==> src/inc/tile_status_pkg.sv <==
package tile_status_pkg;

   // bus geometry
   localparam int          ADDR_W          = 10;
   localparam int          DATA_W          = 32;
   localparam int          STRB_W          = 4;

   // register indices; byte address is four times the index
   localparam logic [7:0]  IDX_MEM_ORIGIN  = 8'h00;
   localparam logic [7:0]  IDX_VECTOR      = 8'h01;
   localparam logic [7:0]  IDX_TILE_CTRL   = 8'h02;
   localparam logic [7:0]  IDX_IBRK_ADDR   = 8'h30;
   localparam logic [7:0]  IDX_IBRK_CTRL   = 8'h40;
   localparam logic [7:0]  IDX_DW_ADDR_A   = 8'h50;
   localparam logic [7:0]  IDX_DW_ADDR_B   = 8'h60;
   localparam logic [7:0]  IDX_DW_CTRL     = 8'h70;
   localparam logic [7:0]  IDX_RB_MASK     = 8'h80;
   localparam logic [7:0]  IDX_RB_VALUE    = 8'h90;
   localparam logic [7:0]  IDX_RB_CTRL     = 8'h9C;

   // debug storage geometry
   localparam int          DBG_WORDS       = 8;
   localparam int          DBG_IDX_W       = 3;
   localparam logic [31:0] DBG_RST         = 32'h00000000;

   // reset values and writable masks
   localparam logic [31:0] MEM_ORIGIN_RST  = 32'h00040000;
   localparam logic [31:0] MEM_ORIGIN_MASK = 32'hFFFFFFFC;
   localparam logic [31:0] VECTOR_RST      = 32'h00000000;
   localparam logic [31:0] VECTOR_MASK     = 32'hFFFC0000;
   localparam logic [31:0] TILE_CTRL_RST   = 32'h00000000;
   localparam logic [31:0] TILE_CTRL_MASK  = 32'h03FFFF36;

   // tile control field positions
   localparam int          TX_DELAY_LSB    = 18;
   localparam int          TX_DELAY_W      = 8;
   localparam int          TX_DIV_LSB      = 9;
   localparam int          TX_DIV_W        = 9;
   localparam int          RGMII_EN_BIT    = 8;
   localparam int          DYN_MODE_BIT    = 5;
   localparam int          DIV_EN_BIT      = 4;
   localparam int          UTMI_SEL_BIT    = 2;
   localparam int          USB_EN_BIT      = 1;

   // vector address split
   localparam int          VEC_HALF        = 16;

   // bus responses
   localparam logic [1:0]  RESP_OKAY       = 2'h0;
   localparam logic [1:0]  RESP_SLVERR     = 2'h2;

   // register selection after decode
   typedef enum logic [2:0] {
      SEL_NONE,
      SEL_MEM_ORIGIN,
      SEL_VECTOR,
      SEL_TILE_CTRL,
      SEL_DEBUG
   } reg_sel_e;

   // write request into the debug storage
   typedef struct packed {
      logic                 en;
      logic [DBG_IDX_W-1:0] idx;
      logic [DATA_W-1:0]    data;
      logic [STRB_W-1:0]    strb;
   } dbg_wr_s;

   // decoded view of tile control
   typedef struct packed {
      logic [TX_DELAY_W-1:0] txDelay;
      logic [TX_DIV_W-1:0]   txDiv;
      logic                  rgmiiEn;
      logic                  dynMode;
      logic                  divEn;
      logic                  utmiSel;
      logic                  usbEn;
   } tile_ctrl_s;

endpackage : tile_status_pkg

==> src/design/dbg_reg_file.sv <==
`timescale 1ns/1ns
module dbg_reg_file
   import tile_status_pkg::*;
(
   // clock and reset
   input  wire logic                 clk,
   input  wire logic                 rst,
   // write port
   input  wire dbg_wr_s              wr,
   // read port, data one cycle after the index
   input  wire logic [DBG_IDX_W-1:0] rdIdx,
   output logic      [DATA_W-1:0]    rdData
);

   // storage words
   logic [DATA_W-1:0] mem_r [DBG_WORDS];

   // per-word, per-byte write with lane strobes
   genvar gw, gb;
   generate
      for (gw = 0; gw < DBG_WORDS; gw++) begin : g_word
         for (gb = 0; gb < STRB_W; gb++) begin : g_byte
            always_ff @(posedge clk or posedge rst) begin
               if (rst) begin
                  mem_r[gw][gb*8 +: 8] <= DBG_RST[gb*8 +: 8];
               end else if (wr.en && wr.idx == gw && wr.strb[gb]) begin
                  mem_r[gw][gb*8 +: 8] <= wr.data[gb*8 +: 8];
               end
            end
         end
      end
   endgenerate

   // registered read; a same-cycle write shows on the next read
   always_ff @(posedge clk or posedge rst) begin
      if (rst) begin
         rdData <= DBG_RST;
      end else begin
         rdData <= mem_r[rdIdx];
      end
   end

endmodule : dbg_reg_file

==> src/design/tile_status_config_regs.sv <==
// Design decision made here: the AXI4-Lite interface to the registers.
`timescale 1ns/1ns
// Overview of operation
// - memory origin resets to 0x00040000
// - memory origin bits 31:2 writable, 1:0 reserved
// - destination = vector base upper, event vector lower
// - vector base field bits 31:18, rest reserved
// - bits 25:18 hold transmit data delay
// - transmit clock divider high/low compare points
// - bit 8 enables the RGMII ports
// - dynamic mode divides only when threads paused
// - static mode divides continuously
// - bit 4 enables low-power clock divider
// - bit 2 selects UTMI or ULPI
// - bit 1 enables ULPI support module
// - data watchpoint registers, debug mode access
// - resource breakpoint registers, debug mode access
module tile_status_config_regs
   import tile_status_pkg::*;
(
   // clock and reset
   input  wire logic              clk,
   input  wire logic              rst,
   // axi4-lite write address
   input  wire logic [ADDR_W-1:0] s_axi_awaddr,
   input  wire logic              s_axi_awvalid,
   output logic                   s_axi_awready,
   // axi4-lite write data
   input  wire logic [DATA_W-1:0] s_axi_wdata,
   input  wire logic [STRB_W-1:0] s_axi_wstrb,
   input  wire logic              s_axi_wvalid,
   output logic                   s_axi_wready,
   // axi4-lite write response
   output logic [1:0]             s_axi_bresp,
   output logic                   s_axi_bvalid,
   input  wire logic              s_axi_bready,
   // axi4-lite read address
   input  wire logic [ADDR_W-1:0] s_axi_araddr,
   input  wire logic              s_axi_arvalid,
   output logic                   s_axi_arready,
   // axi4-lite read data
   output logic [DATA_W-1:0]      s_axi_rdata,
   output logic [1:0]             s_axi_rresp,
   output logic                   s_axi_rvalid,
   input  wire logic              s_axi_rready,
   // core status
   input  wire logic              debugMode,
   input  wire logic              allThreadsPaused,
   // event dispatch
   input  wire logic              eventTaken,
   input  wire logic [15:0]       eventVector,
   output logic [DATA_W-1:0]      destAddr,
   output logic                   destValid,
   // memory base seen by the core
   output logic [DATA_W-1:0]      memBase,
   // rgmii controls
   output logic                   rgmiiEnable,
   output logic [TX_DELAY_W-1:0]  rgmiiTxDelay,
   output logic                   rgmiiTxClk,
   output logic                   rgmiiTxLaunch,
   // low-power clock divider
   output logic                   coreClkDivActive,
   // usb controls
   output logic                   usbUtmiSelect,
   output logic                   usbUlpiEnable
);

   // writable registers
   logic [DATA_W-1:0]    memOrigin_r;     // memory base word address
   logic [DATA_W-1:0]    vectorBase_r;    // event vector upper bits
   logic [DATA_W-1:0]    tileCtrl_r;      // feature control word
   tile_ctrl_s           ctrl;            // field view of tileCtrl_r

   // write channel state
   logic                 awHave_r;        // write address captured
   logic                 wHave_r;         // write data captured
   logic [ADDR_W-1:0]    awAddr_r;        // captured write address
   logic [DATA_W-1:0]    wData_r;         // captured write data
   logic [STRB_W-1:0]    wStrb_r;         // captured lane strobes
   logic                 bvalid_r;
   logic [1:0]           bresp_r;
   logic                 doWrite;         // both halves present
   reg_sel_e             wrSel;
   dbg_wr_s              dbgWr;

   // read channel state
   typedef enum logic [1:0] {RD_IDLE, RD_FETCH, RD_RESP} rd_state_e;
   rd_state_e            rdState_r;
   reg_sel_e             rdSel_r;         // target chosen at address time
   logic                 rdErr_r;         // refused at address time
   logic [DATA_W-1:0]    rdata_r;
   logic [1:0]           rresp_r;
   logic [DBG_IDX_W-1:0] memRdIdx;
   logic [DATA_W-1:0]    memRdData;

   // divider and delay state
   logic [TX_DIV_W-1:0]   txCnt_r;        // transmit clock phase counter
   logic                  txClk_r;
   logic [TX_DELAY_W-1:0] delayCnt_r;     // launch delay countdown
   logic                  delayPend_r;
   logic                  launch_r;
   logic                  txRise;         // counter at the rise point
   logic                  divActive_r;
   logic [DATA_W-1:0]     destAddr_r;
   logic                  destValid_r;

   // map a byte address to its register; misaligned is unmapped
   function automatic reg_sel_e decodeAddr(input logic [ADDR_W-1:0] a);
      logic [7:0] idx;
      idx = a[ADDR_W-1:2];
      if (a[1:0] != 2'h0) begin
         return SEL_NONE;
      end
      unique case (idx)
         IDX_MEM_ORIGIN: return SEL_MEM_ORIGIN;
         IDX_VECTOR:     return SEL_VECTOR;
         IDX_TILE_CTRL:  return SEL_TILE_CTRL;
         IDX_IBRK_ADDR, IDX_IBRK_CTRL, IDX_DW_ADDR_A, IDX_DW_ADDR_B,
         IDX_DW_CTRL, IDX_RB_MASK, IDX_RB_VALUE, IDX_RB_CTRL:
                         return SEL_DEBUG;
         default:        return SEL_NONE;
      endcase
   endfunction : decodeAddr

   // slot of a debug register inside the storage
   function automatic logic [DBG_IDX_W-1:0] debugSlot(input logic [ADDR_W-1:0] a);
      logic [7:0] idx;
      idx = a[ADDR_W-1:2];
      unique case (idx)
         IDX_IBRK_CTRL: return 3'h1;
         IDX_DW_ADDR_A: return 3'h2;
         IDX_DW_ADDR_B: return 3'h3;
         IDX_DW_CTRL:   return 3'h4;
         IDX_RB_MASK:   return 3'h5;
         IDX_RB_VALUE:  return 3'h6;
         IDX_RB_CTRL:   return 3'h7;
         default:       return 3'h0;
      endcase
   endfunction : debugSlot

   // byte-lane merge limited to the writable bits
   function automatic logic [DATA_W-1:0] mergeWrite(input logic [DATA_W-1:0] old,
                                                    input logic [DATA_W-1:0] wd,
                                                    input logic [STRB_W-1:0] st,
                                                    input logic [DATA_W-1:0] keep);
      logic [DATA_W-1:0] lanes;
      lanes = '0;
      for (int i = 0; i < STRB_W; i++) begin
         lanes[i*8 +: 8] = {8{st[i]}};
      end
      return ((old & ~lanes) | (wd & lanes)) & keep;
   endfunction : mergeWrite

   // field view of the control word
   assign ctrl.txDelay = tileCtrl_r[TX_DELAY_LSB +: TX_DELAY_W];
   assign ctrl.txDiv   = tileCtrl_r[TX_DIV_LSB +: TX_DIV_W];
   assign ctrl.rgmiiEn = tileCtrl_r[RGMII_EN_BIT];
   assign ctrl.dynMode = tileCtrl_r[DYN_MODE_BIT];
   assign ctrl.divEn   = tileCtrl_r[DIV_EN_BIT];
   assign ctrl.utmiSel = tileCtrl_r[UTMI_SEL_BIT];
   assign ctrl.usbEn   = tileCtrl_r[USB_EN_BIT];

   // write commits once both address and data are held
   assign doWrite = awHave_r && wHave_r && !bvalid_r;
   assign wrSel   = decodeAddr(awAddr_r);

   // address and data channels taken in either order
   always_ff @(posedge clk or posedge rst) begin
      if (rst) begin
         awHave_r <= 1'b0;
         awAddr_r <= '0;
      end else if (s_axi_awvalid && s_axi_awready) begin
         awHave_r <= 1'b1;
         awAddr_r <= s_axi_awaddr;
      end else if (doWrite) begin
         awHave_r <= 1'b0;
      end
   end

   // data half of the write
   always_ff @(posedge clk or posedge rst) begin
      if (rst) begin
         wHave_r <= 1'b0;
         wData_r <= '0;
         wStrb_r <= '0;
      end else if (s_axi_wvalid && s_axi_wready) begin
         wHave_r <= 1'b1;
         wData_r <= s_axi_wdata;
         wStrb_r <= s_axi_wstrb;
      end else if (doWrite) begin
         wHave_r <= 1'b0;
      end
   end

   // ready only while the slot is empty
   always_ff @(posedge clk or posedge rst) begin
      if (rst) begin
         s_axi_awready <= 1'b0;
         s_axi_wready  <= 1'b0;
      end else begin
         s_axi_awready <= !(awHave_r || (s_axi_awvalid && s_axi_awready)) || doWrite;
         s_axi_wready  <= !(wHave_r || (s_axi_wvalid && s_axi_wready)) || doWrite;
      end
   end

   // write response; debug writes outside debug mode are refused
   always_ff @(posedge clk or posedge rst) begin
      if (rst) begin
         bvalid_r <= 1'b0;
         bresp_r  <= RESP_OKAY;
      end else if (doWrite) begin
         bvalid_r <= 1'b1;
         if (wrSel == SEL_NONE || (wrSel == SEL_DEBUG && !debugMode)) begin
            bresp_r <= RESP_SLVERR;
         end else begin
            bresp_r <= RESP_OKAY;
         end
      end else if (s_axi_bready) begin
         bvalid_r <= 1'b0;
      end
   end

   // memory origin register
   always_ff @(posedge clk or posedge rst) begin
      if (rst) begin
         memOrigin_r <= MEM_ORIGIN_RST;
      end else if (doWrite && wrSel == SEL_MEM_ORIGIN) begin
         memOrigin_r <= mergeWrite(memOrigin_r, wData_r, wStrb_r, MEM_ORIGIN_MASK);
      end
   end

   // vector base register
   always_ff @(posedge clk or posedge rst) begin
      if (rst) begin
         vectorBase_r <= VECTOR_RST;
      end else if (doWrite && wrSel == SEL_VECTOR) begin
         vectorBase_r <= mergeWrite(vectorBase_r, wData_r, wStrb_r, VECTOR_MASK);
      end
   end

   // tile feature control register
   always_ff @(posedge clk or posedge rst) begin
      if (rst) begin
         tileCtrl_r <= TILE_CTRL_RST;
      end else if (doWrite && wrSel == SEL_TILE_CTRL) begin
         tileCtrl_r <= mergeWrite(tileCtrl_r, wData_r, wStrb_r, TILE_CTRL_MASK);
      end
   end

   // debug storage write request
   always_comb begin
      dbgWr      = '0;
      dbgWr.en   = doWrite && wrSel == SEL_DEBUG && debugMode;
      dbgWr.idx  = debugSlot(awAddr_r);
      dbgWr.data = wData_r;
      dbgWr.strb = wStrb_r;
   end

   // read index follows the address bus while idle
   assign memRdIdx = debugSlot(s_axi_araddr);

   // breakpoint and watchpoint storage
   dbg_reg_file u_dbg (
      .clk    (clk),
      .rst    (rst),
      .wr     (dbgWr),
      .rdIdx  (memRdIdx),
      .rdData (memRdData)
   );

   // read sequencer: take address, wait for storage, answer
   always_ff @(posedge clk or posedge rst) begin
      if (rst) begin
         rdState_r     <= RD_IDLE;
         s_axi_arready <= 1'b0;
         rdSel_r       <= SEL_NONE;
         rdErr_r       <= 1'b0;
      end else begin
         unique case (rdState_r)
            RD_IDLE: begin
               s_axi_arready <= 1'b1;
               if (s_axi_arvalid && s_axi_arready) begin
                  s_axi_arready <= 1'b0;
                  rdSel_r       <= decodeAddr(s_axi_araddr);
                  rdErr_r       <= decodeAddr(s_axi_araddr) == SEL_NONE ||
                                   (decodeAddr(s_axi_araddr) == SEL_DEBUG && !debugMode);
                  rdState_r     <= RD_FETCH;
               end
            end
            RD_FETCH: begin
               rdState_r <= RD_RESP;
            end
            RD_RESP: begin
               // hold until the master takes it
               if (s_axi_rready) begin
                  rdState_r <= RD_IDLE;
               end
            end
         endcase
      end
   end

   // read data and response, captured as fetch ends
   always_ff @(posedge clk or posedge rst) begin
      if (rst) begin
         rdata_r      <= '0;
         rresp_r      <= RESP_OKAY;
         s_axi_rvalid <= 1'b0;
      end else if (rdState_r == RD_FETCH) begin
         s_axi_rvalid <= 1'b1;
         rresp_r      <= rdErr_r ? RESP_SLVERR : RESP_OKAY;
         // refused and unmapped reads return zero
         if (rdErr_r) begin
            rdata_r <= '0;
         end else begin
            unique case (rdSel_r)
               SEL_MEM_ORIGIN: rdata_r <= memOrigin_r;
               SEL_VECTOR:     rdata_r <= vectorBase_r;
               SEL_TILE_CTRL:  rdata_r <= tileCtrl_r;
               SEL_DEBUG:      rdata_r <= memRdData;
               SEL_NONE:       rdata_r <= '0;
            endcase
         end
      end else if (rdState_r == RD_RESP && s_axi_rready) begin
         s_axi_rvalid <= 1'b0;
      end
   end

   // event destination address
   always_ff @(posedge clk or posedge rst) begin
      if (rst) begin
         destAddr_r  <= '0;
         destValid_r <= 1'b0;
      end else begin
         destValid_r <= eventTaken;
         if (eventTaken) begin
            // upper half from base, lower from vector
            destAddr_r <= {vectorBase_r[DATA_W-1:VEC_HALF], eventVector};
         end
      end
   end

   // transmit clock counter; clk stands in for the pll output
   // ratio minus one is what the counter wraps at
   assign txRise = txCnt_r == ctrl.txDiv;

   always_ff @(posedge clk or posedge rst) begin
      if (rst) begin
         txCnt_r <= '0;
      end else if (!ctrl.rgmiiEn || txCnt_r >= ctrl.txDiv) begin
         txCnt_r <= '0;
      end else begin
         txCnt_r <= txCnt_r + 9'h001;
      end
   end

   // transmit clock edges; rise wins when both points meet
   always_ff @(posedge clk or posedge rst) begin
      if (rst) begin
         txClk_r <= 1'b0;
      end else if (!ctrl.rgmiiEn) begin
         txClk_r <= 1'b0;
      end else if (txRise) begin
         txClk_r <= 1'b1;
      end else if (txCnt_r == (ctrl.txDiv >> 1)) begin
         txClk_r <= 1'b0;
      end
   end

   // data launch delayed from each clock rise
   always_ff @(posedge clk or posedge rst) begin
      if (rst) begin
         delayCnt_r  <= '0;
         delayPend_r <= 1'b0;
         launch_r    <= 1'b0;
      end else begin
         launch_r <= 1'b0;
         if (!ctrl.rgmiiEn) begin
            delayPend_r <= 1'b0;
         end else if (txRise) begin
            if (ctrl.txDelay == 8'h00) begin
               launch_r    <= 1'b1;
               delayPend_r <= 1'b0;
            end else begin
               delayCnt_r  <= ctrl.txDelay - 8'h01;
               delayPend_r <= 1'b1;
            end
         end else if (delayPend_r) begin
            if (delayCnt_r == 8'h00) begin
               launch_r    <= 1'b1;
               delayPend_r <= 1'b0;
            end else begin
               delayCnt_r <= delayCnt_r - 8'h01;
            end
         end
      end
   end

   // low-power divider engage
   always_ff @(posedge clk or posedge rst) begin
      if (rst) begin
         divActive_r <= 1'b0;
      end else if (!ctrl.divEn) begin
         divActive_r <= 1'b0;
      end else if (ctrl.dynMode) begin
         divActive_r <= allThreadsPaused;
      end else begin
         divActive_r <= 1'b1;
      end
   end

   // outputs, each from a flip-flop
   assign s_axi_bvalid     = bvalid_r;
   assign s_axi_bresp      = bresp_r;
   assign s_axi_rdata      = rdata_r;
   assign s_axi_rresp      = rresp_r;
   assign destAddr         = destAddr_r;
   assign destValid        = destValid_r;
   assign memBase          = memOrigin_r;
   assign rgmiiEnable      = tileCtrl_r[RGMII_EN_BIT];
   assign rgmiiTxDelay     = tileCtrl_r[TX_DELAY_LSB +: TX_DELAY_W];
   assign rgmiiTxClk       = txClk_r;
   assign rgmiiTxLaunch    = launch_r;
   assign coreClkDivActive = divActive_r;
   assign usbUtmiSelect    = tileCtrl_r[UTMI_SEL_BIT];
   assign usbUlpiEnable    = tileCtrl_r[USB_EN_BIT];

endmodule : tile_status_config_regs

==> config.mk <==
export PLATFORM = sky130hd
export DESIGN_NAME = tile_status_config_regs
export DESIGN_NICKNAME = d
export VERILOG_FILES = /design/src/inc/tile_status_pkg.sv /design/src/design/dbg_reg_file.sv /design/src/design/tile_status_config_regs.sv
export SDC_FILE = /design/constraint.sdc
export NUM_CORES = 1
export LEC_CHECK = 0
export BUFFER_PORTS_ARGS = -buffer_cell sky130_fd_sc_hd__buf_2
export CAP_MARGIN = 20
export CORE_AREA = 2 2 289 148
export CTS_CLUSTER_SIZE = 25
export DETAILED_ROUTE_END_ITERATION = 6
export DIE_AREA = 0 0 291 150
export GPL_ROUTABILITY_DRIVEN = 0
export GPL_TIMING_DRIVEN = 0
export MAX_ROUTING_LAYER = met4
export PLACE_DENSITY = 0.76
export SYNTH_ARGS = -nofsm -noshare
export SYNTH_HDL_FRONTEND = slang
export SYNTH_HIERARCHICAL = 1
export SYNTH_SLANG_ARGS = --single-unit
==> constraint.sdc <==
create_clock -name clk -period 9.2 [get_ports clk]
set_clock_uncertainty 0.15 [all_clocks]
set_input_delay 0.92 -clock clk [delete_from_list [all_inputs] [get_ports clk]]
set_output_delay 0.92 -clock clk [all_outputs]
set_load 0.005 [all_outputs]
; Word-level counts from Yosys, hierarchy flattened
; Index checks and enable logic that the tools add are counted.
[op_classes]
n_bitwise = 9
order_cmp = 2
reduce_logical = 86
n_addsub = 3
mux = 52
n_eq_ne = 45
[ops]
columns = op, n
row1 = $pmux 32 s5, 1
row2 = $and 32x32->32, 3
row3 = $bmux 32 s3, 1
row4 = $mux 32, 3
row5 = $eq 8x7->1 const B, 8
row6 = $or 32x32->32, 2
row7 = $logic_and 1x1->1, 53
row8 = $eq 8x8->1 const B, 6
row9 = $pmux 3 s7, 2
row10 = $logic_not 8->1, 4
row11 = $mux 8, 4
row12 = $not 32->32, 1
row13 = $mux 1, 27
row14 = $and 26x26->26, 1
row15 = $or 26x26->26, 1
row16 = $pmux 3 s4, 2
row17 = $eq 3x3->1 const B, 7
row18 = $eq 3x2->1 const B, 6
row19 = $mux 3, 6
row20 = $eq 8x1->1 const B, 2
row21 = $eq 8x2->1 const B, 2
row22 = $eq 8x6->1 const B, 2
row23 = $reduce_or 8->1, 2
row24 = $sub 8x1->8 const B, 2
row25 = 21 further kinds, 49
[totals]
regBits = 501
wordCells = 257

; Logic depth before layout (Yosys ltp)
; Gate-level depths: netlist of the first run.
[logic_depth]
ltp_word = 10
ltp_mapped = 13
mapped_depth_nobuf = 11

; By module
; The synthesis of the first run kept the hierarchy.
[modules_own_cells]
columns = module, seq_area_each_um2, cells_each, n_inst, area_per_inst_um2
row1 = dbg_reg_file, 7206.9, 718, 1, 12326.8
row2 = tile_status_config_regs, 5281.3, 848, 1, 9755.6

; Least setup slack after synthesis of the first run
; No wires, ideal clock.
[synth_timing]
path_kind = in2reg
start = input port s_axi_araddr[9]
end = register u_dbg.rdData[0]
slack_ns = 5.855
arrival_ns = 3.070
stages = 8
path_cell_list = or3_1 -> nor3_1 -> nand2_1 -> o21ai_0 -> buf_2 -> buf_2 -> mux4_2 -> mux2_2
[synth_via]
elab_chain_len = 6
elab_cells_between_ends = 12
classes_between = eq/ne: 7 / mux: 4 / bitwise: 1
[synth_lines]
columns = item, line
row1 = from (decl), tile_status_config_regs.sv:38  ; input wire logic [ADDR_W-1:0] s_axi_araddr,
row2 = $eq 8x8->1 or $eq 8x7->1 (tied branches), tile_status_config_regs.sv:129  ; unique case (idx)
row3 = $pmux 3 s7 (*), tile_status_config_regs.sv:129
row4 = via memRdIdx[2], tile_status_config_regs.sv:93  ; logic [DBG_IDX_W-1:0] memRdIdx;
row5 = $not 3->4 (not written as such) (*), dbg_reg_file.sv:39  ; rdData <= mem_r[rdIdx];
row6 = $bmux 32 s3 (*), dbg_reg_file.sv:39
row7 = $mux 32 (not written as such) (*) (2 in a row), dbg_reg_file.sv:39
row8 = to (signal assigned), dbg_reg_file.sv:39
row9 = to (decl), dbg_reg_file.sv:12  ; output logic [DATA_W-1:0] rdData
; Mark *: on every way through the listed nets, which the timed path passes. The rest lies on a longest branch. The select of a mux whose other input is x is not followed.
; A chain may end at the register's enable or synchronous reset.

==> impl_metrics.py, run 1 <==
metrics = {
    "grt": {
        "grt_antenna_before_repair": 5,
        "grt_max_degree": 138,
        "grtUsageTotal_pct": 29.5,
        "first_global_vias": 15200,
        "grt_first_pass_wirelength_um": 93700,
        "sum_of_overflow_across_all_layers_after_global_routing": 0,
    },
    "routing": {
        "firstDrtPassIters": 5,
        "route.detailed.drc": 0,
        "post_drt_via_cell_ratio": 6.19,
        "dr_wl_met3_um": 5540,
        "post_dr_wirelength_cell_um": 25.5,
        "route.met2.wl_um": 27200,
        "drtIter0Drc": 1597,
        "drt.antenna.violating_nets": 0,
        "drt-total-wl_um": 61400,
        "topRoutingLayerUsed": "met4",
        "drt-met1-wl_um": 27000,
        "num_vias": 14900,
    },
    "synth": {
        "syn-cell-area_um2": 22100,
        "netlist-cell-type-count": 64,
        "yosys.area.top_type": "dfrtp_1",
        "synth_warnings": 6,
        "synth_seq_area_share_pct": 56.6,
        "async_reset_ff_share_pct": 100,
        "synth-edff-count": 0,
        "yosys_register_bits": 499,
        "synth_top_flop_cell": "dfrtp_1",
        "ys_top_cells_by_area": "dfrtp_1, mux2_2, mux4_2",
        "synth_top_area_share_pct": 56.4,
        "post_synth_inst_count": 1566,
        "postSynthAreaPerCell_um2": 14.1,
    },
    "cells_and_area": {
        "layoutNonFillerInstCount": 2405,
        "final_layout_size_suffix_gt1_share_pct": 45.3,
        "final_util_pct": 61.7,
        "area.growth.synth_to_final_pct": 15.4,
        "finish.net_count": 1912,
    },
    "place": {
        "numPortBuffers": 195,
        "placement_stage_worst_setup_slack_ns": 4.98,
        "detailed_place_hpwl_um": 43100,
        "number_of_placed_instances_with_taps_included": 2319,
    },
    "sta": {
        "fin_ws_ns": 5.28,
        "worst_pin_slew_ns": 1.23,
        "post-route-min-period_ns": 3.92,
        "slew_violations": 0,
        "fin_crit_sh_pct": 42.6,
        "tns_ns": 0,
        "timing_hold_violations_final": 0,
        "max_clock_freq_mhz": 255,
        "grt_setup_unrepaired": "no",
        "maxSlewHeadroom_pct": 18.1,
        "hold-worst-slack_ns": 0.289,
        "final_report_setup_violation_count": 0,
    },
    "setup_path": {
        "worstSetupEndpointType": "flop",
        "critical_path_required_ns": 9.50,
        "crit_type": "flop to flop",
        "start_kind": "flop",
        "crit_path_max_fanout": 10,
        "critical_path_arrival_ns": 4.21,
    },
    "clock_tree": {
        "post_cts_hold_buffer_count": 0,
        "register_clock_pin_slew_on_the_reported_worst_setup_and_hold_paths_ns": 0.06,
        "cts_htree_levels": 2,
        "postCtsResizedCells": 0,
        "clock_buffer_count_from_cts": 45,
        "insertion_delay_ns": 0.57,
        "tritoncts_num_sinks": 499,
        "cts_tree": "done",
        "cts.root.buffer_cell": "clkbuf_16",
        "cts-root-to-sink-buffers": 3,
        "post-cts-setup-buffer-count": 0,
    },
    "pwr": {
        "vdd_drop_max_v": 0.000135,
        "p_leak_uw": 0.0125,
        "power-per-cell-area_nw_per_um2": 222,
    },
    "floorplan": {
        "io_pins": 202,
        "start_util_pct": 53.5,
        "placeableCoreArea_um2": 41300,
        "design.die.area_um2": 43700,
        "core.rowCount": 53,
        "floorplan.die.width_um": 291,
        "overall_die_height_um": 150,
    },
    "job": {
        "cap_violations": 0,
    },
    "hold_path": {
        "min_path_type": "input pin to asynchronous set/reset pin",
    },
    "run_status": {
        "outcome": "finished clean",
    },
}
[through the flow]
stage | instance area (µm²) | total power [µW]
after detailed placement | 23900 | 3610
after global routing | 25500 | 5850
after global placement | 23800 | 3550
final | 25500 | 5650
after CTS | 25500 | 5640
after floorplan | 22100 | 3160
[report_power, final]
group          total, µW  internal, µW  switching (µW)
sequential          2850          2400             445
clock               2040          1210             839
combinational        757           347             409
total               5650          3960            1690
[cells in the mapped netlist, types with 6 or more instances]
library cell,n
a21o_1,12
a21oi_1,27
a221oi_1,6
buf_1,7
buf_2,24
buf_4,15
clkbuf_1,38
dfrtp_1,498
ha_1,14
inv_1,59
mux2_1,6
mux2_2,426
mux4_2,64
nand2_1,51
nand2_2,14
nand2b_1,7
nand3_1,9
nand4_1,10
nor2_1,55
nor2_2,12
nor2b_1,6
nor3_1,13
o2111ai_1,15
o21ai_0,48
o221ai_1,8
o22ai_1,23
or3_1,9
xnor2_1,12
xor2_1,7
[worst max-delay path: stages, from the launching register on]
cell and delay [ns]:
dfrtp_1 0.45, nor3_2 0.41, nand2_1 0.09, o21ai_0 0.10
nand3_1 0.11, o21ai_0 0.88, buf_2 0.35, nand2_1 0.21
nor2_2 0.62, mux2_2 0.41
[cell type report]
class | count | area, µm²
plain buffers | 85 | 413
multi-input cells | 928 | 8980
fillers | 3050 | 15800
clock inverters | 22 | 323
inverters | 59 | 236
well taps | 550 | 688
flip-flops and latches | 499 | 12500
clock buffers | 62 | 1280
diodes | 2 | 5.00
repair buffers | 198 | 1060
[placed cells by master (no fill, tap or decap), types with 5 or more instances in the layout]
cell type and instances:
a211oi_1 5, a21o_1 12, a21oi_1 27, a221oi_1 6, and3_1 5, buf_1 7, buf_2 219, buf_4 15
bufinv_16 8, clkbuf_1 48, clkbuf_16 47, clkbuf_8 5, clkinv_2 10, conb_1 6, dfrtp_1 498, ha_1 14
inv_1 57, mux2_1 6, mux2_2 426, mux4_2 64, nand2_1 51, nand2_2 14, nand2b_1 7, nand3_1 9
nand3b_1 5, nand4_1 10, nor2_1 55, nor2_2 12, nor2b_1 6, nor3_1 13, o2111ai_1 15, o21ai_0 48
o221ai_1 8, o22ai_1 23, or3_1 9, xnor2_1 12, xor2_1 7
[layer usage]
layer  track usage [%]  vias up
met4              8.65        0
met2              42.8      706
met5                 -        -
met1              41.5     7847
li1                  -     6219
met3              6.95      121
[worst paths after layout]
kind,startpoint,endpoint,slack (ns),cells after the start
worst max-delay path,awAddr_r[9],u_dbg/mem_r[142],5.28,9
worst min-delay path,rst,u_dbg/rdData[5],0.29,2
worst max register to register,awAddr_r[9],u_dbg/mem_r[142],5.28,9
worst min register to register,s_axi_bresp[1],s_axi_bresp[1],0.34,1
max in group asynchronous,rst,destAddr[0],7.57,3
min in group clk,s_axi_bresp[1],s_axi_bresp[1],0.34,1
[cells by family (layout without fill, tap and decap cells)]
kind of cell | count (synthesis) | count (layout) | share of synthesized area [%]
xor+xnor | 19 | 19 | 0.754
other cells | 1 | 8 | 0.0170
compound gates | 168 | 168 | 5.01
flops | 499 | 499 | 56.6
fa+ha+maj | 14 | 14 | 0.793
buf+inv | 144 | 426 | 2.87
simple gates | 220 | 220 | 5.17
mux | 501 | 501 | 28.8
Note: power is estimated with default switching activity, not from simulation.
==> run 2: changes to the inputs <==
CORE_AREA = 2 2 277 142   (was 2 2 289 148)
DIE_AREA = 0 0 279 144   (was 0 0 291 150)
PLACE_DENSITY = 0.79   (was 0.76)
clock period = 4.1 ns   (was 9.2 ns; I/O delays follow)
==> impl_metrics.py, run 2 (synthesis results as in run 1) <==
metrics = {
    "grt": {
        "grt_first_pass_wirelength_um": 92000,
        "grt_max_degree": 46,
        "sum_of_overflow_across_all_layers_after_global_routing": 0,
        "grtUsageTotal_pct": 31.6,
        "first_global_vias": 15300,
        "grt_antenna_before_repair": 3,
    },
    "sta": {
        "grt_setup_unrepaired": "no",
        "post-route-min-period_ns": 3.89,
        "fin_ws_ns": 0.205,
        "slew_violations": 0,
        "max_clock_freq_mhz": 257,
        "timing_hold_violations_final": 0,
        "maxSlewHeadroom_pct": 31.1,
        "fin_crit_sh_pct": 95.0,
        "final_report_setup_violation_count": 0,
        "worst_pin_slew_ns": 1.02,
    },
    "run_status": {
        "outcome": "finished clean",
    },
    "cells_and_area": {
        "final_layout_size_suffix_gt1_share_pct": 43.8,
        "most-common-layout-cells": "dfrtp_1, mux2_2, buf_2, dlygate4sd3_1, mux4_2",
        "finish.net_count": 1988,
        "post-route-cell-area_um2": 26000,
        "multiInputGateArea_um2": 8980,
        "commonest_non_fill_non_tap_cell_in_the_layout": "dfrtp_1",
        "fill_cells": 2529,
        "layoutNonFillerInstCount": 2428,
        "ff_latch_area_um2": 12500,
        "area.growth.synth_to_final_pct": 17.8,
    },
    "setup_path": {
        "crit_path_max_fanout": 8,
        "start_kind": "flop",
        "worstSetupEndpointType": "flop",
        "critical_path_required_ns": 4.39,
        "timing.reg2reg.worst_path_depth": 8,
        "crit_type": "flop to flop",
        "critical_path_arrival_ns": 4.18,
    },
    "clock_tree": {
        "cts.root.buffer_cell": "clkbuf_16",
        "postCtsResizedCells": 0,
        "post_cts_hold_buffer_count": 67,
        "post-cts-setup-buffer-count": 0,
        "insertion_delay_ns": 0.56,
        "register_clock_pin_slew_on_the_reported_worst_setup_and_hold_paths_ns": 0.07,
        "cts-root-to-sink-buffers": 3,
        "clock_buffer_count_from_cts": 44,
        "tritoncts_num_sinks": 499,
        "cts_tree": "done",
        "cts_htree_levels": 2,
    },
    "floorplan": {
        "placeableCoreArea_um2": 38100,
        "floorplan.die.width_um": 279,
        "core.rowCount": 51,
        "io_pins": 202,
        "design.die.area_um2": 40200,
        "overall_die_height_um": 144,
        "start_util_pct": 58.0,
    },
    "place": {
        "numPortBuffers": 195,
        "placement_stage_worst_setup_slack_ns": 0.355,
        "postPlaceCellArea_um2": 24000,
        "number_of_placed_instances_with_taps_included": 2281,
        "detailed_place_hpwl_um": 43400,
    },
    "pwr": {
        "vdd_drop_max_v": 0.000257,
        "p_leak_uw": 0.0127,
        "power-per-cell-area_nw_per_um2": 469,
    },
    "routing": {
        "drt.antenna.violating_nets": 0,
        "post_drt_via_cell_ratio": 6.15,
        "route.detailed.drc": 0,
        "dr_wl_met3_um": 6290,
        "num_vias": 14900,
        "drt-total-wl_um": 60700,
        "topRoutingLayerUsed": "met4",
        "route.met2.wl_um": 26600,
        "post_dr_wirelength_cell_um": 25.0,
        "firstDrtPassIters": 5,
        "drtIter0Drc": 1492,
        "drt-met1-wl_um": 26300,
    },
    "job": {
        "cap_violations": 0,
    },
    "hold_path": {
        "min_path_type": "input pin to flop",
        "hold_depth": 3,
    },
}
==> run 2: changes by cell type in the layout (fill, tap and decap cells not counted), sizes merged <==
cell         previous run  this run
clkinvlp                2         7
dlygate4sd3             0        67
inv                    60        57
bufinv                  8         0
diode                   2         1
buf                   245       255
clkbuf                100       103
clkinv                 11         8
==> run 2: per-stage QoR <==
stage          util [%]  hold slack, ns  total power (µW)  TNS (ns)
2_1_floorplan         -           0.291              7090    -80.41
3_3_place_gp       62.2           0.320              7970   -592.61
3_5_place_dp       62.9           0.276              8120         0
4_1_cts            68.2         0.00367             12100         0
5_1_grt            68.3          0.0138             12700         0
6_report           68.3          0.0135             12200         0
==> run 2: final timing paths <==
kind                              startpoint                    endpoint  slack, ns
worst min-delay path            s_axi_rready                s_axi_rvalid       0.01
worst max register to register   awAddr_r[2]            u_dbg/mem_r[196]       0.21
max in group asynchronous                rst  asynchronous set/reset pin       2.30
min in group asynchronous                rst            u_dbg/mem_r[177]       0.25
worst min register to register   destAddr[6]                 destAddr[6]       0.35
worst max-delay path             awAddr_r[2]            u_dbg/mem_r[196]       0.21
==> run 2: layout make-up <==
cell class | instances | share of cell area [%]
Antenna cell | 1 | 0.00962
Buffer | 85 | 1.59
Clock buffer | 65 | 4.96
Clock inverter | 13 | 0.298
Inverter | 59 | 0.880
Multi-Input combinational cell | 928 | 34.5
Sequential cell | 499 | 48.0
Tap cell | 503 | 2.42
Timing Repair Buffer | 275 | 7.30
==> run 2: routing by layer <==
| layer | global-route usage [%] | vias up |
|---|---|---|
| met3 | 10.4 | 113 |
| met1 | 43.7 | 7753 |
| met5 | - | - |
| li1 | - | 6365 |
| met2 | 45.3 | 711 |
| met4 | 8.49 | 0 |
==> run 2: critical path, cell delays in order (launching register included) <==
cell	delay, ns
dfrtp_1	0.46
nor2_1	0.42
nand4_1	0.20
o21ai_0	0.31
nand3_1	0.11
nor2_1	0.72
nand3b_1	0.34
nor2_2	0.64
mux2_2	0.41
==> run 2: where the power goes <==
| group | total (µW) | switching, µW | internal, µW |
|---|---|---|---|
| Sequential | 6400 | 1010 | 5390 |
| Combinational | 1770 | 934 | 840 |
| Clock | 4010 | 1830 | 2190 |
| Total | 12200 | 3770 | 8410 |
